===== src/common/mct_pkg.sv =====
/*
 package for the multichannel timer control and channel status block.
 assumes an 8-bit register port on the system clock, one access per cycle.
//Summary of operation
//- enable low holds counter reset; high counts
//- prescale divides system clock by two^field
//- external pin clock bypasses the prescaler
//- mode 00 counts up, wraps to zero
//- mode 10 counts up then down, repeats
//- new event on set flag sets overrun
//- clearing event clears overrun; overrun read-only
//- enable low clears all event, overrun flags
//- events set flag regardless of irq enable
//- write one clears event flag; zero keeps
//- channel a bit0 through channel d bit3
//- subaddress 01h slot 0 reads overrun
//- slot 1: events at 01h, control at 00h
//- prescale write while running waits cycle end
//- any-channel bit is OR of event flags
*/
package mct_pkg;
	localparam logic [11:0] ADDR_SUBADDR = 12'h0fa4;
	localparam logic [11:0] ADDR_SLOT0 = 12'h0fa5;
	localparam logic [11:0] ADDR_SLOT1 = 12'h0fa6;
	localparam logic [11:0] ADDR_SLOT2 = 12'h0fa7;
	localparam logic [2:0] SUB_CONTROL = 3'h0;
	localparam logic [2:0] SUB_STATUS = 3'h1;
	localparam int EN_BIT = 7;
	localparam int ANY_BIT = 6;
	localparam int PRESCALE_SELECT_LSB = 3;
	localparam int PRESCALE_SELECT_MSB = 5;
	localparam int MODE_LSB = 0;
	localparam int MODE_MSB = 1;
	localparam int CLKS_MSB = 2;
	localparam logic [7:0] REG_RESET = 8'h00;
	localparam logic [1:0] MODE_MODULO = 2'h0;
	localparam logic [1:0] MODE_UPDOWN = 2'h2;
	localparam logic [2:0] CLKS_SYS = 3'h0;
	localparam logic [2:0] CLKS_GATE_HIGH = 3'h2;
	localparam logic [2:0] CLKS_GATE_LOW = 3'h3;
	localparam logic [2:0] CLKS_PIN_RISE = 3'h4;
	localparam logic [2:0] CLKS_PIN_FALL = 3'h5;
	localparam int CHANNELS = 4;
	localparam int COUNT_W = 16;

	typedef struct packed {
		logic [11:0] addr;
		logic wr;
		logic rd;
		logic [7:0] wdata;
	} reg_req_t;

	typedef struct packed {
		logic [CHANNELS-1:0] event_flag;
		logic [CHANNELS-1:0] overrun_flag;
	} chan_status_t;
endpackage


===== src/logic/mct_prescaler.sv =====
/*
 power-of-two prescaler giving a one-cycle tick enable.
 assumes clear is held while the timer is stopped.
*/
`timescale 1ns/1ps
module mct_prescaler
	import mct_pkg::*;
#(
	parameter int DIV_W = 7
)
(
	// clock and reset
	input wire logic clk,
	input wire logic nrst,
	// control
	input wire logic clear,
	input wire logic [2:0] prescale_select,
	// tick
	output logic tick
);
	logic [DIV_W-1:0] div_count;
	logic [DIV_W-1:0] mask;

	assign mask = DIV_W'((1 << prescale_select) - 1);
	assign tick = !clear && ((div_count & mask) == mask);

	always_ff @(posedge clk or negedge nrst)
	begin
		if (!nrst)
			div_count <= '0;
		else if (clear)
			div_count <= '0;
		else
			div_count <= div_count + DIV_W'(1);
	end
endmodule


===== src/logic/mct_ctrl_status.sv =====
/*
 timer enable, prescale, count modes and channel event/overrun flags
 behind the subaddress window.
 assumes channel events are one-cycle pulses on clk and the reload value
 is held by a neighbouring block.
*/
`timescale 1ns/1ps
module mct_ctrl_status
	import mct_pkg::*;
#(
	parameter int CW = COUNT_W
)
(
	// clock and reset
	input wire logic clk,
	input wire logic nrst,
	// register port
	input wire reg_req_t reg_req,
	output logic [7:0] reg_rdata,
	// neighbours
	input wire logic [CW-1:0] reload_value,
	input wire logic [CHANNELS-1:0] chan_event,
	input wire logic timer_pin,
	// state
	output logic [CW-1:0] count_value,
	output logic count_end,
	output logic count_run_enable,
	output chan_status_t chan_status,
	output logic any_channel_event
);
	logic [2:0] subaddress_selector;
	logic [2:0] count_clock_source;
	logic [2:0] prescale_select;
	logic [2:0] prescale_active;
	logic [1:0] count_mode_select;
	logic count_down;
	logic [2:0] pin_sync;
	logic pin_level;
	logic pin_rise;
	logic pin_fall;
	logic presc_tick;
	logic count_tick;
	logic wr_ctrl;
	logic wr_status;
	logic [CHANNELS-1:0] clr;
	logic [CHANNELS-1:0] ev;
	logic [CHANNELS-1:0] ovr;
	logic [CW-1:0] next_count;
	logic next_down;
	logic next_end;
	logic [7:0] next_rdata;

	function automatic logic slot_hit(input reg_req_t r,
		input logic [11:0] a, input logic [2:0] sa, input logic [2:0] want);
		slot_hit = (r.addr == a) && (sa == want);
	endfunction

	assign wr_ctrl = reg_req.wr &&
		slot_hit(reg_req, ADDR_SLOT1, subaddress_selector, SUB_CONTROL);
	assign wr_status = reg_req.wr &&
		slot_hit(reg_req, ADDR_SLOT1, subaddress_selector, SUB_STATUS);
	assign clr = wr_status ? reg_req.wdata[CHANNELS-1:0] : '0;
	assign ev = chan_status.event_flag;
	assign ovr = chan_status.overrun_flag;

	always_ff @(posedge clk or negedge nrst)
	begin
		if (!nrst)
			subaddress_selector <= '0;
		else if (reg_req.wr && reg_req.addr == ADDR_SUBADDR)
			subaddress_selector <= reg_req.wdata[2:0];
	end

	always_ff @(posedge clk or negedge nrst)
	begin
		if (!nrst)
			count_clock_source <= '0;
		else if (reg_req.wr &&
			slot_hit(reg_req, ADDR_SLOT0, subaddress_selector, SUB_CONTROL))
			count_clock_source <= reg_req.wdata[CLKS_MSB:0];
	end

	// control second register, reserved bits dropped
	always_ff @(posedge clk or negedge nrst)
	begin
		if (!nrst)
		begin
			count_run_enable <= 1'b0;
			prescale_select <= '0;
			count_mode_select <= '0;
		end
		else if (wr_ctrl)
		begin
			count_run_enable <= reg_req.wdata[EN_BIT];
			prescale_select <= reg_req.wdata[PRESCALE_SELECT_MSB:PRESCALE_SELECT_LSB];
			count_mode_select <= reg_req.wdata[MODE_MSB:MODE_LSB];
		end
	end

	always_ff @(posedge clk or negedge nrst)
	begin
		if (!nrst)
			prescale_active <= '0;
		else if (wr_ctrl && !count_run_enable)
			prescale_active <= reg_req.wdata[PRESCALE_SELECT_MSB:PRESCALE_SELECT_LSB];
		else if (!count_run_enable || count_end)
			prescale_active <= prescale_select;
	end

	// pin synchroniser and debounced level
	always_ff @(posedge clk or negedge nrst)
	begin
		if (!nrst)
		begin
			pin_sync <= '0;
			pin_level <= 1'b0;
		end
		else
		begin
			pin_sync <= {pin_sync[1:0], timer_pin};
			if (pin_sync[1] == pin_sync[2])
				pin_level <= pin_sync[2];
		end
	end

	assign pin_rise = (pin_sync[1] == pin_sync[2]) && pin_sync[2]
		&& !pin_level;
	assign pin_fall = (pin_sync[1] == pin_sync[2]) && !pin_sync[2]
		&& pin_level;

	mct_prescaler #(
		.DIV_W(7)
	) u_prescaler (
		.clk(clk),
		.nrst(nrst),
		.clear(!count_run_enable),
		.prescale_select(prescale_active),
		.tick(presc_tick)
	);

	always_comb
	begin
		case (count_clock_source)
			CLKS_SYS: count_tick = presc_tick;
			CLKS_GATE_HIGH: count_tick = presc_tick && pin_level;
			CLKS_GATE_LOW: count_tick = presc_tick && !pin_level;
			CLKS_PIN_RISE: count_tick = pin_rise;
			CLKS_PIN_FALL: count_tick = pin_fall;
			default: count_tick = presc_tick;
		endcase
	end

	// next count per mode
	always_comb
	begin
		next_count = count_value;
		next_down = count_down;
		next_end = 1'b0;
		if (count_tick)
		begin
			case (count_mode_select)
				MODE_UPDOWN:
				begin
					if (!count_down)
					begin
						if (count_value >= reload_value)
						begin
							next_down = (reload_value != '0);
							next_count = (reload_value != '0) ?
								count_value - CW'(1) : '0;
							next_end = (reload_value == '0);
						end
						else
							next_count = count_value + CW'(1);
					end
					else if (count_value <= CW'(1))
					begin
						next_count = '0;
						next_down = 1'b0;
						next_end = 1'b1;
					end
					else
						next_count = count_value - CW'(1);
				end
				default:
				begin
					next_down = 1'b0;
					if (count_value >= reload_value)
					begin
						next_count = '0;
						next_end = 1'b1;
					end
					else
						next_count = count_value + CW'(1);
				end
			endcase
		end
	end

	always_ff @(posedge clk or negedge nrst)
	begin
		if (!nrst)
		begin
			count_value <= '0;
			count_down <= 1'b0;
			count_end <= 1'b0;
		end
		else if (!count_run_enable)
		begin
			count_value <= '0;
			count_down <= 1'b0;
			count_end <= 1'b0;
		end
		else
		begin
			count_value <= next_count;
			count_down <= next_down;
			count_end <= next_end;
		end
	end

	always_ff @(posedge clk or negedge nrst)
	begin
		if (!nrst)
			chan_status <= '0;
		else if (!count_run_enable)
			chan_status <= '0;
		else
		begin
			chan_status.event_flag <= (ev & ~clr) | chan_event;
			chan_status.overrun_flag <= (ovr & ~clr) |
				(chan_event & ev & ~clr);
		end
	end

	always_ff @(posedge clk or negedge nrst)
	begin
		if (!nrst)
			any_channel_event <= 1'b0;
		else if (!count_run_enable)
			any_channel_event <= 1'b0;
		else
			any_channel_event <= |((ev & ~clr) | chan_event);
	end

	always_comb
	begin
		next_rdata = REG_RESET;
		if (reg_req.addr == ADDR_SUBADDR)
			next_rdata = {5'h0_0, subaddress_selector};
		else if (slot_hit(reg_req, ADDR_SLOT0, subaddress_selector,
			SUB_CONTROL))
		begin
			next_rdata[ANY_BIT] = any_channel_event;
			next_rdata[CLKS_MSB:0] = count_clock_source;
		end
		else if (slot_hit(reg_req, ADDR_SLOT0, subaddress_selector,
			SUB_STATUS))
			next_rdata[CHANNELS-1:0] = ovr;
		else if (slot_hit(reg_req, ADDR_SLOT1, subaddress_selector,
			SUB_CONTROL))
		begin
			next_rdata[EN_BIT] = count_run_enable;
			next_rdata[PRESCALE_SELECT_MSB:PRESCALE_SELECT_LSB] = prescale_select;
			next_rdata[MODE_MSB:MODE_LSB] = count_mode_select;
		end
		else if (slot_hit(reg_req, ADDR_SLOT1, subaddress_selector,
			SUB_STATUS))
			next_rdata[CHANNELS-1:0] = ev;
	end

	always_ff @(posedge clk or negedge nrst)
	begin
		if (!nrst)
			reg_rdata <= REG_RESET;
		else if (reg_req.rd)
			reg_rdata <= next_rdata;
	end
endmodule


===== config.mk =====
export PLATFORM = sky130hd
export DESIGN_NAME = mct_ctrl_status
export DESIGN_NICKNAME = d
export VERILOG_FILES = /design/src/common/mct_pkg.sv /design/src/logic/mct_prescaler.sv /design/src/logic/mct_ctrl_status.sv
export SDC_FILE = /design/constraint.sdc
export NUM_CORES = 1
export LEC_CHECK = 0
export ABC_CLOCK_PERIOD_IN_PS = 3100
export BUFFER_PORTS_ARGS = -buffer_cell sky130_fd_sc_hd__buf_2
export CAP_MARGIN = 30
export CORE_MARGIN = 3
export CORE_UTILIZATION = 56
export CTS_BUF_LIST = sky130_fd_sc_hd__clkbuf_16
export DETAILED_ROUTE_END_ITERATION = 8
export PLACE_DENSITY = 0.92
export SYNTH_ARGS = -nofsm -noshare
export SYNTH_HDL_FRONTEND = slang
export SYNTH_SLANG_ARGS = --single-unit
export TNS_END_PERCENT = 50

===== constraint.sdc =====
create_clock -name clk -period 3.1 [get_ports clk]
set_input_delay 0.62 -clock clk [delete_from_list [all_inputs] [get_ports clk]]
set_output_delay 0.62 -clock clk [all_outputs]
set_load 0.01 [all_outputs]

* Yosys cells after proc, flatten, opt, wreduce, memory -nomap -nowiden *
Index checks and enable logic that the tools add are counted.
W data, S select, Z words.

word-level totals
  flip-flop bits (word level) = 61

operators by class
  mux-type cells = 42
  add/subtract/negate cells = 4
  equal/unequal tests = 12
  magnitude comparators = 2
  reductions and logical operators = 25
  bitwise operators = 8
  shifts and indexed selects = 1

operators by type and width
  cell                     count
  $mux W16                 8
  $eq A12 B12 Y1 const B   3
  $mux W1                  20
  $add A16 B1 Y16 const B  1
  $and A4 B4 Y4            4
  $ge A16 B16 Y1           1
  $le A16 B1 Y1 const B    1
  $logic_and A1 B1 Y1      16
  $logic_not A16 Y1        1
  $mux W8                  2
  $reduce_bool A16 Y1      1
  $sub A16 B1 Y16 const B  1
  $mux W3                  4
  $mux W4                  3
  $or A4 B4 Y4             2
  $add A7 B1 Y7 const B    1
  $and A7 B7 Y7            1
  $eq A7 B7 Y1             1
  $mux W7                  1
  $shl A1 B3 Y7 const A    1
  $sub A7 B2 Y7 const B    1
  $eq A3 B2 Y1 const B     2
  $eq A3 B3 Y1 const B     2
  $mux W2                  3
  11 further kinds         13

* Longest topological paths before layout *
  depth after elaboration = 9
  depth in mapped cells = 12

* By module *
A second synthesis with hierarchy kept.

second synthesis, totals
  cells, all modules = 472
  area total of the unflattened synthesis = 4,152.7 µm²

by module, submodules not included
  module           cells an instance  times used  area each (µm²)
  mct_ctrl_status  423                1           3,707.3
  mct_prescaler    49                 1           445.4

* Least setup slack after synthesis *
OpenSTA, ideal clock, no wires.

  path kind = register to register
  start = register prescale_active[1]
  end = register count_value[15]
  period minus slack after synthesis = 2.611 ns
  buffers on the path = 2
  setup slack = 0.489 ns
  setup time = 0.079 ns
  stages on the path, launching flop included = 12
  arrival = 2.532 ns
  cells stage by stage = dfrtp_1 > buf_6 > or3_4 > ha_1 > o21ai_0 > a31oi_1 > o21a_1 > a31oi_4 > nor4_4 > buf_6 > a41oi_1 > mux2i_1

between the ends
  cells in the longest elaborated chain, start to end = 8
  elaborated cells between the ends (all ways) = 9
  those cells by class = add/sub: 1; eq/ne: 2; shift: 1; mux: 1; bitwise: 1; reduce/logical: 3

ends and longest elaborated chain
  item                                           RTL line                                        RTL
  from (decl)                                    mct_ctrl_status.sv:34                           logic [2:0] prescale_active;
  from (signal assigned)                         mct_ctrl_status.sv:105                          prescale_active <= reg_req.wdata[PRESCALE_SELECT_MSB:PRESCALE_SELECT_LSB];
  from (signal assigned)                         mct_ctrl_status.sv:107                          prescale_active <= prescale_select;
  $shl A1 B3 Y7 (*)                              mct_prescaler.sv:24                             assign mask = DIV_W'((1 << prescale_select) - 1);
  $sub A7 B2 Y7 (*)                              mct_prescaler.sv:24
  $and A7 B7 Y7                                  mct_prescaler.sv:25                             assign tick = !clear && ((div_count & mask) == mask);
  $eq A7 B7 Y1 (*)                               mct_prescaler.sv:25
  $logic_and A1 B1 Y1 (*)                        mct_prescaler.sv:25
  $logic_and A1 B1 Y1, on equally long branches  mct_ctrl_status.sv:146, mct_ctrl_status.sv:145
  $pmux W1 S4 (*)                                mct_ctrl_status.sv:143                          case (count_clock_source)
  $ne A2 B1 Y1 (no line) (*)                     --
  to (signal assigned)                           mct_ctrl_status.sv:216                          count_value <= next_count;
  to (decl)                                      mct_ctrl_status.sv:25                           output logic [CW-1:0] count_value,

Mark *: on every way between the ends. The rest lies on a longest branch, timed or not.
A chain may end at the register's enable or synchronous reset.

* Final worst setup path *
  start = register prescale_active[1]
  end = register count_value[10]

The elaborated chain is that of the path after synthesis.

==> impl_metrics.json <==
{
  "cap_violations": 0,
  "antenna_found_initial": 0,
  "globalRouteTotalUtil_pct": 26.4,
  "yosysTopAreaCellShare_pct": 38.3,
  "grt-ovfl-total": 0,
  "fin_crit_ps": 2850,
  "period_share_pct": 92.1,
  "htreeDepth": 3,
  "yosys.area.top_type": "dfrtp_1",
  "ys_warn_count": 0,
  "via_count": 3885,
  "yosysMostFrequentCell": "dfrtp_1",
  "wl_mm": 10.7,
  "grt_max_degree": 45,
  "max_slew_margin_pct": 48.6,
  "drc_errors": 0,
  "final_nets": 580,
  "grt_pass1_wl_mm": 17.7,
  "p_leak_nw": 2.28,
  "die_w_um": 90.4,
  "ys.flop_type": "dfrtp_1",
  "avgSynthCellArea_um2": 9.31,
  "die_area_um2": 8170,
  "pin_count": 80,
  "path_class": "reg -> reg",
  "tightest_slew_ps": 766,
  "seq_area_um2": 1530,
  "routabilityCongestion": 0.931,
  "hpwl_mm": 7.43,
  "syn_nets": 496,
  "maxSlewViolCount": 0,
  "timing.hold.ws_ps": 220,
  "utilization_pct": 70.2,
  "clkTransAtPathRegs_ps": 60,
  "ir_drop_uv": 478,
  "synth_edf_count": 0,
  "cts.repair.resized": 0,
  "syn_area_um2": 3990,
  "grt_pass1_vias": 3784,
  "drive_gt1_share_pct": 25.3,
  "pwr_density_cell_nw_per_um2": 410,
  "synth_area_leaders": "dfrtp_1, ha_1, mux2_2, nor2_1, a21oi_1",
  "fmax_mhz": 350,
  "seqPwrFrac_pct": 41.4,
  "synth_seq_cells": 61,
  "cts-buffers-inserted": 9,
  "drt_iter0_drc": 276,
  "worst-path-max-fanout": 15,
  "switching_share_pct": 21.7,
  "post-cts-setup-buffers": 0,
  "first_pass_iters": 5,
  "vias_per_cell": 6.34,
  "synthArstFlopShare_pct": 100,
  "core_area_um2": 6830,
  "wire_per_inst_um": 17.5,
  "critPathArrivalTime_ps": 3090,
  "cts-root-buf": "clkbuf_16",
  "die-height_um": 90.4,
  "num_antenna_cells": 0,
  "min_path_type": "in -> async",
  "synth_top_cells_by_count": "dfrtp_1, nor2_1, inv_1",
  "ctsHoldBuffers": 0,
  "syn_inst": 428,
  "cts_buffer_depth": 2,
  "worst_slack_ps": 246,
  "final.fill_count": 505,
  "cp.required_ps": 3340,
  "area_growth_pct": 20.2,
  "ys_seq_area_share_pct": 38.3,
  "clkSinkCount": 61,
  "status": "completed",
  "clkLatencyLatePin_ps": 320,
  "synth_cell_types": 67,
  "finalSetupTns_ps": 0,
  "num_rows": 30,
  "cts_tree": "done",
  "multi_input_area_um2": 2240,
  "rsz0062_at_grt": "false",
  "ant_nets": 0,
  "finalHoldViolCount": 0,
  "port_buffers": 78,
  "crit_path_end_kind": "flip-flop",
  "p_comb_share_pct": 5.5,
  "setup_viol": 0,
  "switchingPower_mw": 0.426,
  "dp_slack_ps": 302,
  "internal-power_mw": 1.54,
  "clock_skew_ps": 5.20,
  "start_util_pct": 58.4,
  "critPathLaunchType": "flip-flop",
  "p_clk_share_pct": 53.1
}
[logic make-up (layout without fill, tap and decap cells)]
logic type,after synthesis,in the layout,share of synthesized area [%]
AND/OR/NAND/NOR,155,155,20.9
multiplexers,19,19,5.21
adder cells (fa/ha/maj),23,23,7.22
XOR/XNOR,10,10,2.20
buffers and inverters,49,138,5.43
flip-flops,61,61,38.3
AO/OA/AOI/OAI,111,111,20.7
[sequential cells by signal, indices dropped and copies added, names as in the netlist, 2 cells and up]
name,count
prescale_select,3
pin_sync,3
prescale_active,3
u_prescaler.div_count,7
count_mode_select,2
ovr,4
ev,4
count_clock_source,3
count_value,16
subaddress_selector,3
reg_rdata,8
[power by group through the flow]
stage	sequential, mW	clock, mW	combinational (mW)
2_1_floorplan	0.827	0	0.0413
6_report	0.814	1.05	0.108
3_5_place_dp	0.827	0	0.106
5_1_grt	0.815	1.08	0.122
3_3_place_gp	0.826	0	0.0998
4_1_cts	0.814	1.05	0.108
[cells in the final DEF (no fill, tap or decap), types with 11 or more instances in the layout]
| cell | synthesis | routed |
|---|---|---|
| a21oi_1 | 28 | 28 |
| a221oi_1 | 12 | 12 |
| buf_2 | 8 | 78 |
| buf_4 | 0 | 11 |
| dfrtp_1 | 61 | 61 |
| ha_1 | 23 | 23 |
| inv_1 | 32 | 33 |
| mux2_2 | 13 | 13 |
| nand2_1 | 31 | 31 |
| nand3_1 | 19 | 19 |
| nor2_1 | 38 | 38 |
| nor3_1 | 11 | 11 |
[critical path, stage by stage, from the launching register on]
cell and delay [ps]:
dfrtp_1 460, or3_4 420, ha_1 290, o21ai_0 100, a31oi_1 160, o21a_1 200, a31oi_4 150, nor4_4 390
buf_4 280, a221oi_1 120, a21oi_1 190
[layout make-up]
| class | count | share of cell area (%) |
|---|---|---|
| Timing Repair Buffer | 89 | 9.87 |
| Tap cell | 96 | 2.51 |
| Clock inverter | 7 | 1.70 |
| Sequential cell | 61 | 31.8 |
| Inverter | 33 | 2.58 |
| Clock buffer | 9 | 4.70 |
| Multi-Input combinational cell | 318 | 46.8 |
[through the flow]
stage	total power [mW]	instance area, um2	cells
floorplan	0.868	3990	428
global placement	0.926	4490	597
detailed placement	0.933	4490	597
CTS	1.97	4790	613
global route	2.02	4790	613
finish	1.97	4790	613
[final timing paths]
kind | startpoint | endpoint | slack, ps | depth (start not counted)
min in group clk | pin_sync[0] | pin_sync[1] | 370 | 0
hold / removal | nrst | subaddress_selector[2] | 220 | 1
hold reg to reg | pin_sync[0] | pin_sync[1] | 370 | 0
max in group asynchronous | nrst | count_clock_source[0] | 1960 | 2
setup reg to reg | prescale_active[1] | count_value[10] | 250 | 10
setup / recovery | prescale_active[1] | count_value[10] | 250 | 10
[layer usage]
| layer | share of wire, % | track usage (%) | up-vias |
|---|---|---|---|
| met3 | 7.6 | 4.08 | 44 |
| li1 | - | - | 1763 |
| met5 | 0 | 0 | - |
| met4 | 3.6 | 14.4 | 0 |
| met1 | 39 | 32.8 | 1847 |
| met2 | 50 | 44.1 | 231 |
Power figures use the tool's default switching activity.
